==> src/tslr_pkg.sv <==
// Package for the trigger sequencer limit register block.
package tslr_pkg;
    localparam int unsigned TSLR_AW = 4;
    localparam logic [TSLR_AW-1:0] TSLR_OFF_STEP_DELAY = 4'h0;
    localparam logic [TSLR_AW-1:0] TSLR_OFF_LOOP_LIMIT = 4'h4;
    localparam logic [TSLR_AW-1:0] TSLR_OFF_CONTROL = 4'h8;
    localparam logic [15:0] TSLR_LIMIT_RESET = 16'h0000;
    localparam logic [15:0] TSLR_BASE_DELAY = 16'h0001;
    localparam int unsigned TSLR_CTL_EN_BIT = 0;
    localparam int unsigned TSLR_CTL_START_BIT = 1;
    localparam int unsigned TSLR_CTL_LOCK_BIT = 2;
    localparam logic [1:0] TSLR_RESP_OKAY = 2'b00;
    localparam logic [1:0] TSLR_RESP_SLVERR = 2'b10;

    typedef struct packed {
        logic sequencer_enable;
        logic sequence_start_bit;
    } tslr_ctrl_t;

    typedef struct packed {
        logic [16:0] effective_step_delay;
        logic [15:0] loop_count_limit_zero;
        logic locked;
    } tslr_out_t;
endpackage

==> src/tslr_regs.sv <==
// Limit registers of the trigger sequencer behind an AXI4-Lite slave.
//
// Functional notes
// - A 16-bit step delay value sets the extra sequencer clocks per step.
// - The effective step delay is the stored value plus one base clock.
// - The step delay register cannot be written while enable and start are set.
// - The counter 0 limit serves as jump loop count or counter 0 terminal value.
// - The counter 0 limit cannot be written while the sequencer runs steps.
`timescale 1ns/100ps
module tslr_regs
    import tslr_pkg::*;
(
    // Clock and reset.
    input wire logic aclk,
    input wire logic aresetn,
    // AXI4-Lite write channels.
    input wire logic [TSLR_AW-1:0] s_axi_awaddr,
    input wire logic s_axi_awvalid,
    output logic s_axi_awready,
    input wire logic [31:0] s_axi_wdata,
    input wire logic [3:0] s_axi_wstrb,
    input wire logic s_axi_wvalid,
    output logic s_axi_wready,
    output logic [1:0] s_axi_bresp,
    output logic s_axi_bvalid,
    input wire logic s_axi_bready,
    // AXI4-Lite read channels.
    input wire logic [TSLR_AW-1:0] s_axi_araddr,
    input wire logic s_axi_arvalid,
    output logic s_axi_arready,
    output logic [31:0] s_axi_rdata,
    output logic [1:0] s_axi_rresp,
    output logic s_axi_rvalid,
    input wire logic s_axi_rready,
    // Values handed to the sequencer.
    output tslr_out_t seq_out
);
    logic [TSLR_AW-1:0] aw_q;
    logic aw_have_q;
    logic [31:0] wd_q;
    logic [3:0] ws_q;
    logic w_have_q;
    logic [15:0] step_delay_q;
    logic [15:0] loop_limit_q;
    tslr_ctrl_t ctrl_q;
    logic locked;
    logic do_write;
    logic [1:0] bresp_q;
    logic bvalid_q;
    logic [31:0] rdata_q;
    logic [1:0] rresp_q;
    logic rvalid_q;

    // Both limits share one lock: the sequencer is running step commands.
    assign locked = ctrl_q.sequencer_enable & ctrl_q.sequence_start_bit;
    assign do_write = aw_have_q & w_have_q & ~bvalid_q;

    // Address and data are accepted independently and held until the write.
    assign s_axi_awready = ~aw_have_q;
    assign s_axi_wready = ~w_have_q;
    assign s_axi_arready = ~rvalid_q;

    always_ff @(posedge aclk) begin
        if (!aresetn) begin
            aw_have_q <= 1'b0;
            aw_q <= '0;
        end else if (s_axi_awvalid && s_axi_awready) begin
            aw_have_q <= 1'b1;
            aw_q <= s_axi_awaddr;
        end else if (do_write) begin
            aw_have_q <= 1'b0;
        end
    end

    always_ff @(posedge aclk) begin
        if (!aresetn) begin
            w_have_q <= 1'b0;
            wd_q <= '0;
            ws_q <= '0;
        end else if (s_axi_wvalid && s_axi_wready) begin
            w_have_q <= 1'b1;
            wd_q <= s_axi_wdata;
            ws_q <= s_axi_wstrb;
        end else if (do_write) begin
            w_have_q <= 1'b0;
        end
    end

    // Register updates; locked limits keep their value and answer SLVERR.
    always_ff @(posedge aclk) begin
        if (!aresetn) begin
            step_delay_q <= TSLR_LIMIT_RESET;
            loop_limit_q <= TSLR_LIMIT_RESET;
            ctrl_q <= '0;
            bresp_q <= TSLR_RESP_OKAY;
        end else if (do_write) begin
            bresp_q <= TSLR_RESP_OKAY;
            if (aw_q == TSLR_OFF_STEP_DELAY) begin
                if (locked) begin
                    bresp_q <= TSLR_RESP_SLVERR;
                end else begin
                    if (ws_q[0]) step_delay_q[7:0] <= wd_q[7:0];
                    if (ws_q[1]) step_delay_q[15:8] <= wd_q[15:8];
                end
            end else if (aw_q == TSLR_OFF_LOOP_LIMIT) begin
                if (locked) begin
                    bresp_q <= TSLR_RESP_SLVERR;
                end else begin
                    if (ws_q[0]) loop_limit_q[7:0] <= wd_q[7:0];
                    if (ws_q[1]) loop_limit_q[15:8] <= wd_q[15:8];
                end
            end else if (aw_q == TSLR_OFF_CONTROL) begin
                if (ws_q[0]) begin
                    ctrl_q.sequencer_enable <= wd_q[TSLR_CTL_EN_BIT];
                    ctrl_q.sequence_start_bit <= wd_q[TSLR_CTL_START_BIT];
                end
            end else begin
                bresp_q <= TSLR_RESP_SLVERR;
            end
        end
    end

    always_ff @(posedge aclk) begin
        if (!aresetn) begin
            bvalid_q <= 1'b0;
        end else if (do_write) begin
            bvalid_q <= 1'b1;
        end else if (s_axi_bready) begin
            bvalid_q <= 1'b0;
        end
    end

    assign s_axi_bvalid = bvalid_q;
    assign s_axi_bresp = bresp_q;

    // Reads always succeed on the limits, locked or not.
    always_ff @(posedge aclk) begin
        if (!aresetn) begin
            rvalid_q <= 1'b0;
            rdata_q <= '0;
            rresp_q <= TSLR_RESP_OKAY;
        end else if (s_axi_arvalid && s_axi_arready) begin
            rvalid_q <= 1'b1;
            rresp_q <= TSLR_RESP_OKAY;
            rdata_q <= '0;
            if (s_axi_araddr == TSLR_OFF_STEP_DELAY) begin
                rdata_q[15:0] <= step_delay_q;
            end else if (s_axi_araddr == TSLR_OFF_LOOP_LIMIT) begin
                rdata_q[15:0] <= loop_limit_q;
            end else if (s_axi_araddr == TSLR_OFF_CONTROL) begin
                rdata_q[TSLR_CTL_EN_BIT] <= ctrl_q.sequencer_enable;
                rdata_q[TSLR_CTL_START_BIT] <= ctrl_q.sequence_start_bit;
                rdata_q[TSLR_CTL_LOCK_BIT] <= locked;
            end else begin
                rresp_q <= TSLR_RESP_SLVERR;
            end
        end else if (s_axi_rready) begin
            rvalid_q <= 1'b0;
        end
    end

    assign s_axi_rvalid = rvalid_q;
    assign s_axi_rdata = rdata_q;
    assign s_axi_rresp = rresp_q;

    // The base clock is added here so the sequencer counts the full delay.
    always_ff @(posedge aclk) begin
        if (!aresetn) begin
            seq_out <= '0;
        end else begin
            seq_out.effective_step_delay <=
                {1'b0, step_delay_q} + {1'b0, TSLR_BASE_DELAY};
            seq_out.loop_count_limit_zero <= loop_limit_q;
            seq_out.locked <= locked;
        end
    end
endmodule

==> config.mk <==
export PLATFORM = sky130hd
export DESIGN_NAME = tslr_regs
export DESIGN_NICKNAME = d
export VERILOG_FILES = /design/src/tslr_pkg.sv /design/src/tslr_regs.sv
export SDC_FILE = /design/constraint.sdc
export NUM_CORES = 1
export LEC_CHECK = 0
export BUFFER_PORTS_ARGS = -buffer_cell sky130_fd_sc_hd__buf_2
export CAP_MARGIN = 0
export CELL_PAD_IN_SITES_DETAIL_PLACEMENT = 0
export CELL_PAD_IN_SITES_GLOBAL_PLACEMENT = 1
export CORE_MARGIN = 2
export CORE_UTILIZATION = 41
export CTS_BUF_LIST = sky130_fd_sc_hd__clkbuf_8 sky130_fd_sc_hd__clkbuf_16
export CTS_CLUSTER_DIAMETER = 30
export CTS_CLUSTER_SIZE = 10
export DETAILED_ROUTE_END_ITERATION = 10
export GPL_TIMING_DRIVEN = 0
export PLACE_DENSITY = 0.84
export SETUP_SLACK_MARGIN = 0.2
export SKIP_LAST_GASP = 1
export SYNTH_ARGS = -nofsm -noshare
export SYNTH_HDL_FRONTEND = slang
export SYNTH_SLANG_ARGS = --single-unit
==> constraint.sdc <==
create_clock -name aclk -period 3.3 [get_ports aclk]
set_input_delay 0.165 -clock aclk [delete_from_list [all_inputs] [get_ports aclk]]
set_output_delay 0.165 -clock aclk [all_outputs]
set_load 0.05 [all_outputs]
After elaboration in Yosys (flattened, before gate mapping). Index checks and enable logic that the tools add are counted.

Multiplexer cells: 18. Equal/unequal tests: 4. Bitwise logic cells: 10. Reduce and logical (&&, ||, !) cells: 14. Add/sub/neg operators: 1.

Operator list (number): adder 16 x 1 -> 17 bit (second input constant) (1); 2-to-1 mux 16 bit (1); AND reduction 5 bit (3); 2-to-1 mux 2 bit (7); 2-to-1 mux 13 bit (1); equality test 4 x 3 -> 1 bit (second input constant) (2); equality test 4 bit (second input constant) (2); logical NOT 4 bit (2); AND reduction 4 bit (2); nonzero test 2 bit (4); 2-to-1 mux 1 bit (7); inverter 1 bit (7); 2-to-1 mux 3 bit (2); bitwise AND 1 bit (3); logical AND 1 bit (3).

Bits in registers: 114. Bits of input ports: 51. Output and inout port bits: 75.

Depth between registers and ports, before layout. Gate-level depths: netlist (run 1).

Depth after elaboration: 4. Gate-level depth with buffers: 5. Mapped depth without buffers: 4.

Worst setup path after synthesis (run 1). Ideal clock, no wire load.

Kind: register -> register. From: reg rvalid_q, in the netlist s_axi_rvalid. To: reg rdata_q[0], in the netlist s_axi_rdata[0]. Path buffers: 2. Setup time: 0.101 ns. Clock period less this slack: 1.509 ns. Stages on the path, launching flop included: 6. Arrival: 1.408 ns. Data required time: 3.199 ns. Path slack: 1.791 ns. Path through: dfxtp_1 nand2b_1 clkbuf_1 buf_2 nand3_1 o41ai_1.

Cells in the longest elaborated chain, start to end: 2.

Ends and longest elaborated chain: start: declaration (line tslr_regs.sv:52) `logic rvalid_q;`; start signal: assignment (line tslr_regs.sv:139) `rvalid_q <= 1'b0;`; start signal: assignment (line tslr_regs.sv:143) `rvalid_q <= 1'b1;`; start signal: assignment (line tslr_regs.sv:158) `rvalid_q <= 1'b0;`; inverter 1 bit (line tslr_regs.sv:61) `assign s_axi_arready = ~rvalid_q;`; logical AND 1 bit (line tslr_regs.sv:142) `end else if (s_axi_arvalid && s_axi_arready) begin`; end signal: assignment (line tslr_regs.sv:147) `rdata_q[15:0] <= step_delay_q;`; end signal: assignment (line tslr_regs.sv:149) `rdata_q[15:0] <= loop_limit_q;`; end signal: indexed assignment (line tslr_regs.sv:151) `rdata_q[TSLR_CTL_EN_BIT] <= ctrl_q.sequencer_enable;`; end: declaration (line tslr_regs.sv:50) `logic [31:0] rdata_q;`.

Every way passes these cells. A chain may end at the register's enable or synchronous reset.

Worst setup path in the final report (run 1).
From: reg step_delay_q[0]. To: reg seq_out[31] (netlist name).

Cells in the longest elaborated chain, start to end: 1.

Ends and longest elaborated chain: start: declaration (line tslr_regs.sv:43) `logic [15:0] step_delay_q;`; start signal: assignment (line tslr_regs.sv:102) `if (ws_q[0]) step_delay_q[7:0] <= wd_q[7:0];`; adder 16 x 1 -> 17 bit (line tslr_regs.sv:172) `{1'b0, step_delay_q} + {1'b0, TSLR_BASE_DELAY};`; end: declaration (line tslr_regs.sv:36) `output tslr_out_t seq_out`.

Every way passes these cells.

==> summary.txt, run 1 <==
Drt
  – Met2 wire length: 4.78 mm
  – Starting DRT DRC Count: 140
  – Via/cell ratio: just under 5
  – WL final: between 10 and 15 mm
  – Met1 Wirelength: 4.80 mm
  – Max Used Layer: met4
  – Vias post-DR: between 3,000 and 4,000
  – # DRC: 1
  – Post-DR wirelength/cell: 13.9 um
  – DRT Pass-1 Iters: 7
  – Post-DRT Antenna Nets: 0
  – Met3 WL: approximately 640 um

Yosys
  – Simple-Gate Fraction of Synth Area: between 20% and 30%
  – Post-Synth Adder-Cell Area: 0.282%
  – Synth Instances: between 400 and 500
  – Number of synthesized flops with an enable pin: 0
  – Syn Area/Cell: approximately 9 um^2
  – Register bit total from synthesis: 112
  – Mapped Area: around 4400 um^2
  – Post-synthesis mux area share: 13.5%
  – XOR/XNOR Fraction of Synth Area: 0.593%
  – Largest family of logic cells by synthesized area: simple AND/OR/NAND/NOR gates
  – Post-synthesis sequential area ratio: 50.6%
  – Synth top area share: 50.6%
  – Post-synthesis compound-gate area fraction: 6.78%
  – Synth cell types: 43
  – Post-synth top area cell: dfxtp_1
  – YS warnings: 0
  – Synth async-reset ratio: 0%
  – Commonest cells in the netlist: dfxtp_1 (112), nand2_1 (105), mux2i_1 (45)
  – Top FF cell, synth: dfxtp_1
  – Most common cell in the netlist: dfxtp_1
  – Top post-synthesis cells by area: dfxtp_1 (51%), mux2i_1 (10%), nand2_1 (8.9%)

Timing
  – Fin crit share: 51.5%
  – Clock tree skew after final layout: 0.0132 ns
  – Maximum clock rate: 588 MHz
  – Setup TNS: 0 ns
  – # setup viols final: 0
  – RSZ-0062 raised after global routing: false
  – Fin. max-slew vios: 0
  – Final hold vios: 0
  – Fin Hold WS: 0.0188 ns
  – Relative slew margins: 61.0%
  – Worst-Margin Slew: 0.585 ns
  – Period minus WS final: 1.70 ns

Cells and area
  – Final net count: 655
  – Area Overhead vs Synth: 18.9%
  – N_diodes: 0
  – Ratio of cells with drive above 1 in the final layout: 25.5%

Die
  – Die W: 108 um
  – Row count: 37
  – Die H: 108 um
  – Die area: 11,700 um^2
  – # IOs: 126
  – Starting Density: 42.5%
  – Core box area: 10,400 um^2

Setup path
  – WS Path Type: reg2reg
  – Delay-heaviest family, CP: flip-flops
  – Crit end category: register
  – Crit path DAT: 1.98 ns
  – Crit-path cells: ha_1, nand2_1, nor4_1, mux2i_1
  – Worst-path cell with the longest stage delay: dfxtp_1
  – CP Launch Type: register
  – R2R depth: 4
  – CP max stage delay: 0.54 ns
  – Worst path depth: 4
  – Worst Path Required: 3.58 ns
  – Worst path bufs/invs: 0
  – Crit path max fanout: 8

Clocking
  – Clock buffer count from CTS: 9
  – Reg clk slew, reported paths: approximately 0.090 ns
  – H-tree lvl count: 3
  – Clk root buf: clkbuf_8
  – Cts hold-fix bufs: 1
  – CTS tree: built
  – Setup repair bufs after CTS: 0
  – Post-CTS resize count: 0
  – Skew-Pair Late Insertion Delay: 0.37 ns
  – Clk sink count: 112
  – Clock tree buffer depth: 2

Global routing
  – Overflow after GRT: 0
  – GRT Resource Usage Total: 18.6%
  – Initial antenna violation count: 0
  – Vias in the first global route: about 3,300
  – Largest net degree at the start of global routing: 17
  – First-pass GRT wire length: roughly 17 mm

Worst hold path
  – Hold depth: 3
  – HP Class: in2reg

Status
  – Status: finished, violations left
  – Failing checks: DRC

Power and ir drop
  – Sw Pwr: 0.616 mW
  – Pleak: ~2.6 nW
  – Tot Pwr: 2.32 mW
  – Clk pwr share: 29.7%
  – Pwr Density: 441 nW/um^2
  – Sequential group share of total power: between 50% and 60%
  – Pint: 1.71 mW
  – Combinational group share of total power: 10.5%
  – Peak supply drop: 0.185 mV
  – Switching fraction of total power: 26.5%

Placed design
  – # port buffers: just under 90
  – DP HPWL: 8.03 mm
  – Placer congestion estimate: 0.874

Flow run
  – Max Cap Viol: 0
## metal layers
layer,global-route usage [%],vias up
met1,25.8,1623
met3,2.53,9
met2,29.5,117
met5,0,-
met4,7.42,0
li1,-,1820
## per-stage QoR
stage | instance area, um^2 | instances | setup WS, ns | util (%)
finish | 5270 | 743 | 1.60 | 50.6
global route | 5270 | 743 | 1.39 | 50.6
CTS | 5270 | 743 | 1.58 | 50.6
detailed placement | 5100 | 727 | 1.61 | 49.0
global placement | 5100 | 727 | 1.59 | 49.0
floorplan | 4490 | 503 | 1.79 | -
## logic make-up (layout without fill, tap and decap cells)
kind of cell               count (synthesis)  in the layout
buffers and inverters                     69            173
muxes                                     58             58
adders and majority gates                  1              1
xor gates and xnor gates                   3              3
DFF                                      112            112
other                                      1             18
AOI/OAI and AO/OA                         54             54
and+or+nand+nor                          188            188
## final timing paths
path                   start        endpoint  slack [ns]
max reg2reg  step_delay_q[0]     seq_out[31]        1.60
min reg2reg   s_axi_rdata[6]  s_axi_rdata[6]        0.45
min             s_axi_wvalid        w_have_q        0.02
max          step_delay_q[0]     seq_out[31]        1.60
## sequential cells by signal, summed over array words and instances, names as in the netlist, 2 cells and up
| name | count |
|---|---|
| s_axi_rdata | 16 |
| ctrl_q | 2 |
| ws_q | 2 |
| seq_out | 34 |
| step_delay_q | 16 |
| loop_limit_q | 16 |
| wd_q | 16 |
| aw_q | 4 |
## power groups by stage
stage                     combinational [mW]  sequential, mW  clock, mW
after floorplan                        0.167            1.43          0
after global placement                 0.242            1.42          0
after detailed placement               0.244            1.42          0
after CTS                              0.246            1.39      0.709
after global routing                   0.264            1.39      0.769
final                                  0.244            1.39      0.690
## layout make-up
type,instances,area [um^2]
Sequential cell,112,2240
Tap cell,136,170
Clock buffer,9,124
Timing Repair Buffer,89,450
Multi-Input combinational cell,322,1900
Clock inverter,6,30.0
Fill cell,1049,5150
Buffer,43,251
Inverter,26,97.6
## placed cells by master (no fill, tap or decap), drive strengths merged, types with 17 or more instances in the layout
cell type	count
mux2i	45
inv	28
nor2	17
a21oi	40
conb	18
dfxtp	112
nand3	23
buf	122
clkbuf	18
nand2	105
## worst reg2reg max path: stages (launching register included)
cell     delay [ns]
dfxtp_1        0.54
ha_1           0.29
nand2_1        0.18
nor4_1         0.34
mux2i_1        0.27
(Power assumes the default switching activity.)
==> run 2: changes to the inputs <==
- CORE_UTILIZATION: 41 -> 38
- PLACE_DENSITY: 0.84 -> 0.79
- clock period: 3.3 -> 1.8 ns (I/O delays scaled with it)
==> summary.txt, run 2 (same netlist as run 1, synthesis figures left out) <==
Status
  – Status: finished, final reports clean (was finished, violations left)

Setup path
  – CP Launch Type: register (unchanged)
  – WS Path Type: reg2reg (unchanged)
  – Worst Setup SP: step_delay_q[3] (was step_delay_q[0])
  – Crit path DAT: 1.85 ns (was 1.98 ns)
  – RR Startpoint: step_delay_q[3] (was step_delay_q[0])
  – Crit end category: register (unchanged)
  – Worst Path Required: 2.06 ns (was 3.58 ns)
  – Crit path max fanout: 10 (was 8)

Die
  – Die area: 12,500 um^2 (was 11,700 um^2)
  – Core box area: 11,400 um^2 (was 10,400 um^2)
  – Die W: 112 um (was 108 um)
  – Die H: 112 um (was 108 um)
  – Starting Density: 38.8% (was 42.5%)
  – Row count: 39 (was 37)
  – # IOs: 126 (unchanged)

Drt
  – Post-DR wirelength/cell: 14.0 um (was 13.9 um)
  – WL final: 10.8 mm (was 10.4 mm)
  – # DRC: 0 (was 1)
  – Via/cell ratio: 4.71 (was 4.80)
  – Post-DRT Antenna Nets: 0 (unchanged)
  – Vias post-DR: 3,637 (was 3,569)
  – Starting DRT DRC Count: 140 (unchanged)
  – DRT Pass-1 Iters: 4 (was 7)

Cells and area
  – Commonest non-fill, non-tap cell in the layout: dfxtp_1 (unchanged)
  – FILL cells: 1,121 (was 1,049)
  – Ratio of cells with drive above 1 in the final layout: 25.9% (was 25.5%)
  – Most frequent cells in the layout: dfxtp_1 (109), nand2_1 (105), buf_2 (97) (was dfxtp_1 (112), nand2_1 (105), buf_2 (97))
  – Final net count: 677 (was 655)
  – Finished Layout Cells: 773 (was 743)
  – Max FFs per register: 34 (unchanged)
  – Reg with most FFs: seq_out (unchanged)
  – Post-route cell area: 5710 um^2 (was 5270 um^2)
  – N_diodes: 0 (unchanged)
  – Area Overhead vs Synth: 28.9% (was 18.9%)

Worst hold path
  – HP Class: in2reg (unchanged)
  – Hold_sp: s_axi_wdata[2] (was s_axi_wvalid)

Clocking
  – Skew-Pair Late Insertion Delay: 0.35 ns (was 0.37 ns)
  – Reg clk slew, reported paths: 0.07 ns (was 0.09 ns)
  – H-tree lvl count: 3 (unchanged)
  – Clock buffer count from CTS: 9 (unchanged)
  – CTS tree: built (unchanged)
  – Clk sink count: 112 (unchanged)
  – Clk root buf: clkbuf_16 (was clkbuf_8)
  – Clock tree buffer depth: 2 (unchanged)

Power and ir drop
  – Tot Pwr: 5.36 mW (was 2.32 mW)
  – Pwr Density: 938 nW/um^2 (was 441 nW/um^2)
  – Pleak: 2.81 nW (was 2.63 nW)
  – Peak supply drop: 0.426 mV (was 0.185 mV)

Timing
  – Relative slew margins: 55.0% (was 61.0%)
  – Fin crit share: 88.5% (was 51.5%)
  – Clock tree skew after final layout: 0.00927 ns (was 0.0132 ns)
  – Fin. max-slew vios: 0 (unchanged)
  – # setup viols final: 0 (unchanged)
  – Fin Hold WS: 0.00730 ns (was 0.0188 ns)
  – RSZ-0062 raised after global routing: true (was false)
  – Period minus WS final: 1.59 ns (was 1.70 ns)
  – Final hold vios: 0 (unchanged)
  – Worst-Margin Slew: 0.670 ns (was 0.585 ns)
  – Maximum clock rate: 628 MHz (was 588 MHz)
  – Setup TNS: 0 ns (unchanged)

Global routing
  – GRT Resource Usage Total: 17.5% (was 18.6%)
  – Largest net degree at the start of global routing: 18 (was 17)
  – Initial antenna violation count: 0 (unchanged)
  – Overflow after GRT: 0 (unchanged)
  – Vias in the first global route: 3,370 (was 3,333)
  – First-pass GRT wire length: 17.1 mm (was 16.7 mm)

Placed design
  – Inst Count DP: 734 (was 727)
  – DP HPWL: 8.12 mm (was 8.03 mm)
  – # port buffers: 88 (unchanged)
  – Placer congestion estimate: 0.862 (was 0.874)
  – Placed cell areas: 5110 um^2 (was 5100 um^2)

Flow run
  – Max Cap Viol: 0 (unchanged)
[run 2: changes by cell type in the layout (fill, tap and decap cells not counted), moves of 3 or more]
cell | before | now
bufinv_16 | 0 | 3
clkbuf_16 | 0 | 9
clkbuf_8 | 9 | 2
clkinv_2 | 3 | 0
dfxtp_1 | 112 | 109
dfxtp_2 | 0 | 3
dlygate4sd3_1 | 1 | 23
[run 2: final timing paths]
| kind | end | slack, ns | cells past startpoint |
|---|---|---|---|
| setup / recovery | seq_out[32] | 0.21 | 4 |
| hold / removal | wd_q[2] | 0.007 | 3 |
| setup reg to reg | seq_out[32] | 0.21 | 4 |
| hold reg to reg | s_axi_rdata[13] | 0.45 | 2 |
[run 2: routing by layer]
layer  up-vias  GRT usage (%)  part of all wire (%)
li1       1868              -                     -
met1      1649           24.1                    48
met2       102           27.0                    45
met3        18           3.05                   4.8
met4         0           7.89                   2.2
met5         -              0                     0
[run 2: through the flow]
step / util (%) / setup slack (ns)
detailed placement: 44.8 / 0.0684
floorplan: - / 0.291
CTS: 50.0 / 0.215
finish: 50.0 / 0.208
global route: 50.0 / 0.167
global placement: 44.8 / 0.0651
[run 2: timing repair]
action / in CTS / in global routing
gates resized for setup: 3 / 4
hold endpoints to repair: 23 / 0
endpoints found under the setup margin: 5 / 7
hold buffers: 23 / 0
setup buffers: 0 / 0
[run 2: power by group]
| part | switching, mW | internal [mW] | leakage, nW | total [mW] |
|---|---|---|---|---|
| combinational | 0.323 | 0.165 | 1.73 | 0.489 |
| sequential | 0.0303 | 2.52 | 0.908 | 2.55 |
| clock | 0.885 | 1.44 | 0.178 | 2.32 |
[run 2: layout make-up]
class,instances,area [um^2],share of cell area (%)
sequential,112,2250,39.3
multi-input combinational,322,1910,33.5
timing repair buffer,111,671,11.7
clock buffer,11,253,4.42
buffer,43,253,4.42
tap,143,179,3.13
clock inverter,5,103,1.80
inverter,26,97.6,1.71
[run 2: critical path, stage by stage (launching register included)]
cell	delay (ns)
dfxtp_1	0.45
nand3_2	0.21
buf_6	0.19
nor4_1	0.36
mux2i_1	0.29
